## src/rtl/arsl_defines.vh

```
`ifndef ARSL_DEFINES_VH
`define ARSL_DEFINES_VH

// ---------------------------------------------------------------------
// Frame and timing constants
// ---------------------------------------------------------------------
`define ARSL_NUM_CH 2
`define ARSL_CH_W 1
`define ARSL_DATA_W 24
`define ARSL_ODR_DIV 16'h0200
`define ARSL_BARRIER_CYC 16'h0040
`define ARSL_FMT_TOGGLE 1'b1
`define ARSL_CONVERSION_READY_OUT_IDLE 1'b1

`endif

```

## src/rtl/arsl_result_buf.v

```verilog
`timescale 1ns/1ps

// Per-channel conversion buffer, registered read port
module arsl_result_buf #(
    parameter NUM_CH = 2,
    parameter CH_W = 1,
    parameter DATA_W = 24
) (
    // Clock and reset
    input wire clk,
    input wire sys_rst,
    // Write side, all channels at once
    input wire wr_en,
    input wire [NUM_CH*DATA_W-1:0] wr_data,
    // Read side
    input wire [CH_W-1:0] rd_ch,
    output reg [DATA_W-1:0] rd_data
);

    reg [DATA_W-1:0] mem [0:NUM_CH-1];
    genvar g;

    // -----------------------------------------------------------------
    // Storage
    // -----------------------------------------------------------------
    generate
        for (g = 0; g < NUM_CH; g = g + 1) begin : gen_ch
            // Each channel loads its slice together
            always @(posedge clk or posedge sys_rst) begin
                if (sys_rst) begin
                    mem[g] <= {DATA_W{1'b0}};
                end else if (wr_en) begin
                    mem[g] <= wr_data[g*DATA_W +: DATA_W];
                end
            end
        end
    endgenerate

    // Registered read keeps the output glitch free
    always @(posedge clk or posedge sys_rst) begin
        if (sys_rst) begin
            rd_data <= {DATA_W{1'b0}};
        end else begin
            rd_data <= mem[rd_ch];
        end
    end

endmodule // arsl_result_buf

```

## src/rtl/arsl_readout_status.v

```verilog
`timescale 1ns/1ps
`include "arsl_defines.vh"

// Function
// With ready_pulse_format at 1 and results unread, conversion_ready_out toggles at half the output rate.
// Buffer updates drive conversion_ready_out, and unread results refresh the buffer only every second conversion.
// The host fetches data after each falling edge of conversion_ready_out so every conversion updates the buffer.
// The sync input is a running check of sample timing, never a conversion start.
// The resync flag is set again, even after clearing, whenever sync toggles out of step with the master clock.
// A result counts as read only after every channel word is read, otherwise the same data stays presented.
//      The code still refreshes an unread buffer on every second conversion.
// The host reads every word of the frame, including disabled channels.
// A write to an isolated-side configuration register sets the isolated-side fault until the barrier transfer ends.
// The host polls the isolated-side fault until it reads 0 before reading data.
module arsl_readout_status #(
    parameter NUM_CH = `ARSL_NUM_CH,
    parameter CH_W = `ARSL_CH_W,
    parameter DATA_W = `ARSL_DATA_W,
    parameter [15:0] ODR_DIV = `ARSL_ODR_DIV,
    parameter [15:0] BARRIER_CYC = `ARSL_BARRIER_CYC
) (
    // Clock and reset
    input wire clk,
    input wire sys_rst,
    // External pins, asynchronous to clk
    input wire master_clock_input,
    input wire sync_reset_n,
    // Modulator side
    input wire [NUM_CH*DATA_W-1:0] conv_data,
    // Host frame interface, same clock domain
    input wire ready_pulse_format,
    input wire word_rd,
    input wire [CH_W-1:0] word_ch,
    input wire status_clear,
    input wire cfg_wr,
    // Results and status
    output reg [DATA_W-1:0] word_data,
    output reg conversion_ready_out,
    output reg resync_flag,
    output reg isolated_side_fault,
    output reg frame_done
);

    // -----------------------------------------------------------------
    // Pin synchronisers
    // -----------------------------------------------------------------
    reg mclk_s1, mclk_s2, mclk_s3;
    reg sync_s1, sync_s2, sync_s3;

    // Two flops before any logic looks at the pins
    always @(posedge clk or posedge sys_rst) begin
        if (sys_rst) begin
            mclk_s1 <= 1'b0;
            mclk_s2 <= 1'b0;
            mclk_s3 <= 1'b0;
            sync_s1 <= 1'b1;
            sync_s2 <= 1'b1;
            sync_s3 <= 1'b1;
        end else begin
            mclk_s1 <= master_clock_input;
            mclk_s2 <= mclk_s1;
            mclk_s3 <= mclk_s2;
            sync_s1 <= sync_reset_n;
            sync_s2 <= sync_s1;
            sync_s3 <= sync_s2;
        end
    end

    wire mclk_rise = mclk_s2 & ~mclk_s3;
    wire sync_fall = ~sync_s2 & sync_s3;

    // -----------------------------------------------------------------
    // Sample period timing on master clock
    // -----------------------------------------------------------------
    reg [15:0] mclk_cnt;
    reg [15:0] next_mclk_cnt;
    reg conv_tick;
    reg resync_evt;

    // A sync edge only checks alignment; it restarts the period,
    // it does not launch an extra conversion
    always @* begin
        next_mclk_cnt = mclk_cnt;
        conv_tick = 1'b0;
        resync_evt = 1'b0;
        if (sync_fall && mclk_cnt != 16'h0000) begin
            resync_evt = 1'b1;
            next_mclk_cnt = 16'h0000;
        end else if (mclk_rise) begin
            if (mclk_cnt == ODR_DIV - 16'h0001) begin
                next_mclk_cnt = 16'h0000;
                conv_tick = 1'b1;
            end else begin
                next_mclk_cnt = mclk_cnt + 16'h0001;
            end
        end
    end

    always @(posedge clk or posedge sys_rst) begin
        if (sys_rst) begin
            mclk_cnt <= 16'h0000;
        end else begin
            mclk_cnt <= next_mclk_cnt;
        end
    end

    // -----------------------------------------------------------------
    // Buffer update and ready generation
    // -----------------------------------------------------------------
    reg [NUM_CH-1:0] words_seen;
    reg unread;
    reg skip_phase;
    reg buf_wr;
    wire all_read = &(words_seen | ({{(NUM_CH-1){1'b0}}, 1'b1} << word_ch)) & word_rd;
    wire [DATA_W-1:0] buf_q;

    // Unread data refreshes only on alternate conversions
    always @* begin
        buf_wr = 1'b0;
        if (conv_tick) begin
            buf_wr = ~unread | skip_phase;
        end
    end

    // Track consumption of each channel word of the frame
    always @(posedge clk or posedge sys_rst) begin
        if (sys_rst) begin
            words_seen <= {NUM_CH{1'b0}};
            unread <= 1'b0;
            skip_phase <= 1'b0;
            frame_done <= 1'b0;
        end else begin
            frame_done <= 1'b0;
            if (buf_wr) begin
                words_seen <= {NUM_CH{1'b0}};
                unread <= 1'b1;
                skip_phase <= 1'b0;
            end else begin
                if (conv_tick && unread) begin
                    skip_phase <= 1'b1;
                end
                if (word_rd && unread) begin
                    if (all_read) begin
                        words_seen <= {NUM_CH{1'b0}};
                        unread <= 1'b0;
                        frame_done <= 1'b1;
                    end else begin
                        words_seen <= words_seen | ({{(NUM_CH-1){1'b0}}, 1'b1} << word_ch);
                    end
                end
            end
        end
    end

    // Ready: pulse low per update, or toggle per update in format 1
    always @(posedge clk or posedge sys_rst) begin
        if (sys_rst) begin
            conversion_ready_out <= `ARSL_CONVERSION_READY_OUT_IDLE;
        end else if (buf_wr) begin
            if (ready_pulse_format == `ARSL_FMT_TOGGLE) begin
                conversion_ready_out <= ~conversion_ready_out;
            end else begin
                conversion_ready_out <= 1'b0;
            end
        end else if (ready_pulse_format != `ARSL_FMT_TOGGLE) begin
            if (frame_done || all_read) begin
                conversion_ready_out <= 1'b1;
            end
        end
    end

    arsl_result_buf #(
        .NUM_CH(NUM_CH),
        .CH_W(CH_W),
        .DATA_W(DATA_W)
    ) u_buf (
        .clk(clk),
        .sys_rst(sys_rst),
        .wr_en(buf_wr),
        .wr_data(conv_data),
        .rd_ch(word_ch),
        .rd_data(buf_q)
    );

    // Word data follows buffer read one cycle later
    always @(posedge clk or posedge sys_rst) begin
        if (sys_rst) begin
            word_data <= {DATA_W{1'b0}};
        end else begin
            word_data <= buf_q;
        end
    end

    // -----------------------------------------------------------------
    // Status flags
    // -----------------------------------------------------------------
    reg [15:0] barrier_cnt;

    // Set beats clear so a late event is never dropped
    always @(posedge clk or posedge sys_rst) begin
        if (sys_rst) begin
            resync_flag <= 1'b0;
        end else if (resync_evt) begin
            resync_flag <= 1'b1;
        end else if (status_clear) begin
            resync_flag <= 1'b0;
        end
    end

    // Fault holds for the barrier transfer time; a new write restarts it
    always @(posedge clk or posedge sys_rst) begin
        if (sys_rst) begin
            barrier_cnt <= 16'h0000;
            isolated_side_fault <= 1'b0;
        end else if (cfg_wr) begin
            barrier_cnt <= BARRIER_CYC;
            isolated_side_fault <= 1'b1;
        end else if (barrier_cnt != 16'h0000) begin
            barrier_cnt <= barrier_cnt - 16'h0001;
            isolated_side_fault <= (barrier_cnt != 16'h0001);
        end else begin
            isolated_side_fault <= 1'b0;
        end
    end

endmodule // arsl_readout_status

```

## config.mk

```make
export PLATFORM = sky130hd
export DESIGN_NAME = arsl_readout_status
export DESIGN_NICKNAME = d
export VERILOG_FILES = /design/src/rtl/arsl_result_buf.v /design/src/rtl/arsl_readout_status.v
export VERILOG_INCLUDE_DIRS = /design/src /design/src/rtl
export SDC_FILE = /design/constraint.sdc
export NUM_CORES = 1
export LEC_CHECK = 0
export BUFFER_PORTS_ARGS = -buffer_cell sky130_fd_sc_hd__clkbuf_2
export CORE_UTILIZATION = 40
export CTS_CLUSTER_SIZE = 28
export DETAILED_ROUTE_END_ITERATION = 7
export GPL_TIMING_DRIVEN = 0
export MAX_ROUTING_LAYER = met4
export PLACE_DENSITY_LB_ADDON = 0.08
export REMOVE_ABC_BUFFERS = 1
export SLEW_MARGIN = 20
export SYNTH_ARGS = -nofsm -noshare
export SYNTH_HDL_FRONTEND = slang
export SYNTH_SLANG_ARGS = --single-unit
export TNS_END_PERCENT = 5
```

## constraint.sdc

```tcl
create_clock -name clk -period 11 [get_ports clk]
set_input_delay 0.55 -clock clk [delete_from_list [all_inputs] [get_ports clk]]
set_output_delay 0.55 -clock clk [all_outputs]
set_load 0.05 [all_outputs]
```

==> run metrics <==
status completed; commonest register cell after synthesis dfrtp_1; Rel. slew slack 40.27%; core area 13830 um2; internal power 0.9594 mW; PD cells ~190 nW/um2; Slew Viols, Final 0; post-synthesis mux area share about 16%; largest net degree at the start of global routing ~80; CTS resizes 0; Synth Area in Compound Gates 4.703%; hold_buf cts 0; Adder-Cell Fraction of Synth Area 0.8873%; H-tree depth 4; clock network fraction of total power 43.3%; Post-synth EDFFs 0; RR Endpoint u_buf.mem[17]; WP data arrival between 3 and 4 ns; clk root buf clkbuf_16; commonest non-fill, non-tap cell in the layout dfrtp_1; Worst setup EP type register; Flop pwr share between 40% and 50%; CP bufs+invs 5; count of cell types in the netlist 46; most frequent cells in the layout dfrtp_1, clkbuf_2, mux2_2, nor2_1; slew at the pin closest to its max-slew limit 0.8941 ns; CTS tree yes; GP Congestion approximately 0.80; clk_skew a little over 0.005 ns; worst r2r path cells 10; FF-to-FF Start mclk_cnt[0]; Die Footprint around 15000 um2; total CTS buffers 17; post-CTS setup repair buffer count 0; Worst EP required ~11 ns; Synth warnings 0; Worst path max stage delay 0.53 ns; worst vdd rail ir drop 0.00009763 V; via/cell ratio slightly below 5; Port Buf Inserts between 80 and 90; fin crit period 2.885 ns; Sw Share around a quarter; DR pass1 iterations 4; clk buf depth 2; Mapped Area 5640 um2; all-layer global routing usage about 16%; nets about 570; ys async rst share between 90% and 100%; Psw about 0.32 mW; cell count after synthesis around 400; Routed Wire Length 10230 um; crit path cell chain inv_1 -> ha_1 -> nor4b_2 -> a41oi_2 -> nor4_4 -> buf_6 -> buf_6 -> buf_6 -> buf_4 -> mux2_2; row cnt between 40 and 50; P&R area growth vs syn 21.83%; Sum Neg Setup Slack 0 ns; worst min-delay path class in -> async; Post-DRT Antenna Nets 0; endpoints failing setup 0; largest family of logic cells by synthesized area multiplexers; final worst path period share a little over a quarter; setup repair after global routing missed its margin false; via count between 3000 and 4000; Post-DP HPWL 6790 um; final hold violation count 0; ANT cells 0; initial antenna violation count 0; kind of critical path reg -> reg; Min Hold Slack ~0.18 ns; Synth Area in Simple Gates 11.47%; first-pass GRT wire length 17170 um; Reg clk slew, reported paths roughly 0.05 ns; number of global-route vias before repair 3410; # IOs 85; Peak Freq 346.6 MHz; Critical Path Start Type register; Initial Util roughly two fifths; fillers between 1000 and 1500; Post-Synth XOR/XNOR Area ~1.6%; most frequent cell on the critical path buf_6; r2r setup slk slightly above 8 ns; grt ovf 0; DRC violations left 0; clk sinks 142; slowest CP cell nor4_4; First DRT Iteration DRCs about 140; register area share after synthesis a little over three fifths; Die Y about 120 um; Max Cap Violations 0; drt wl/cell 14.72 um; Comb pwr share 12.1%; leakage 3.441 nW; layout cells sized above 1 between 30% and 40%; Crit. path cell count 10; cell family with most CP delay buffers and inverters; Syn Area/Cell 13.82 um2; worst skew pair latency around 0.4 ns; #FFs+latches synth 142; worst-path fanout max 10; die outline width between 100 and 150 um
## power groups by stage
stage               Sequential (mW)  Clock (mW)  Combinational (mW)
floorplan                     0.579           0               0.106
global placement              0.577           0               0.150
detailed placement            0.577           0               0.156
CTS                           0.569       0.569               0.157
global route                  0.572       0.591               0.172
finish                        0.569       0.552               0.154
## per-layer routing
metal | track usage, % | part of all wire (%) | up-vias | wire, um
li1 | - | - | 1647 | -
met1 | 20.44 | 46 | 1706 | 4745
met2 | 22.99 | 46 | 72 | 4717
met3 | 5.330 | 5.5 | 19 | 564
met4 | 7.407 | 1.9 | 0 | 199
met5 | - | 0 | - | 0
## layout make-up
type,instances,area [um2],area share (%)
well taps,180,225.2,3.277
inverters,9,41.29,0.6009
clock inverters,6,85.08,1.238
multi-input cells,244,1962,28.55
clock buffers,23,488.0,7.101
flip-flops and latches,142,3558,51.78
repair buffers,91,511.7,7.447
## metrics by stage
step | utilization [%] | instances | worst slack (ns) | instance area (um2) | power [mW]
finish | 49.70 | 695 | 8.115 | 6872 | 1.275
global route | 49.70 | 695 | 7.951 | 6872 | 1.335
CTS | 49.70 | 695 | 8.078 | 6872 | 1.294
detailed placement | 45.55 | 666 | 8.122 | 6299 | 0.7333
global placement | 44.84 | 659 | 5.120 | 6200 | 0.7274
floorplan | - | 395 | 6.647 | 5554 | 0.6847
## worst max-delay path by stage
| stage | startpoint | to | slack [ns] |
|---|---|---|---|
| final | mclk_cnt[0] | u_buf.mem[17] | 8.11 |
| after global routing | mclk_cnt[0] | u_buf.mem[17] | 7.95 |
| after CTS | mclk_cnt[0] | u_buf.mem[17] | 8.08 |
| after detailed placement | mclk_cnt[0] | u_buf.mem[17] | 8.12 |
| after global placement | sys_rst | u_buf.mem[46] | 5.12 |
| after floorplan | sys_rst | barrier_cnt[0] | 6.65 |
## cell usage after synthesis, types with 2 or more instances
master	count	area, um2
a211o_1	2	17.52
a21o_1	2	15.01
a21oi_1	17	85.08
and2_1	2	12.51
buf_1	2	7.510
buf_6	5	56.30
clkbuf_1	6	22.52
dfrtp_1	138	3453
dfstp_2	4	105.1
ha_1	4	50.05
inv_1	9	33.78
mux2_1	10	112.6
mux2_2	71	799.5
nand2_1	14	52.55
nand2b_1	3	18.77
nand3_1	9	45.04
nand3b_1	2	15.01
nand4_1	5	31.28
nor2_1	22	82.58
nor2b_1	9	56.30
nor3_1	10	50.05
nor3b_1	2	15.01
nor4_1	5	31.28
nor4_2	2	25.02
nor4_4	2	42.54
nor4b_2	2	30.03
o211ai_1	2	15.01
o21ai_0	5	25.02
o21bai_1	2	15.01
o31ai_1	5	37.54
or2_2	3	18.77
or3_1	4	25.02
or4_1	7	52.55
xnor2_1	4	35.03
xor2_1	6	52.55
## flip-flops by register name, indices dropped and copies added, names as in the netlist
name and flops:
u_buf.mem 48, u_buf.rd_data 24, word_data 24, barrier_cnt 16, mclk_cnt 16, words_seen 2
conversion_ready_out 1, frame_done 1, isolated_side_fault 1, mclk_s1 1, mclk_s2 1, mclk_s3 1
resync_flag 1, skip_phase 1, sync_s1 1, sync_s2 1, sync_s3 1, unread 1
## logic make-up (layout without fill, tap and decap cells)
logic type / count (synthesis) / after routing
mux: 81 / 81
compound gates: 41 / 41
fa+ha+maj: 4 / 4
buf+inv: 22 / 129
xor+xnor: 10 / 10
simple gates: 108 / 108
flops: 142 / 142
(Power assumes the default switching activity.)
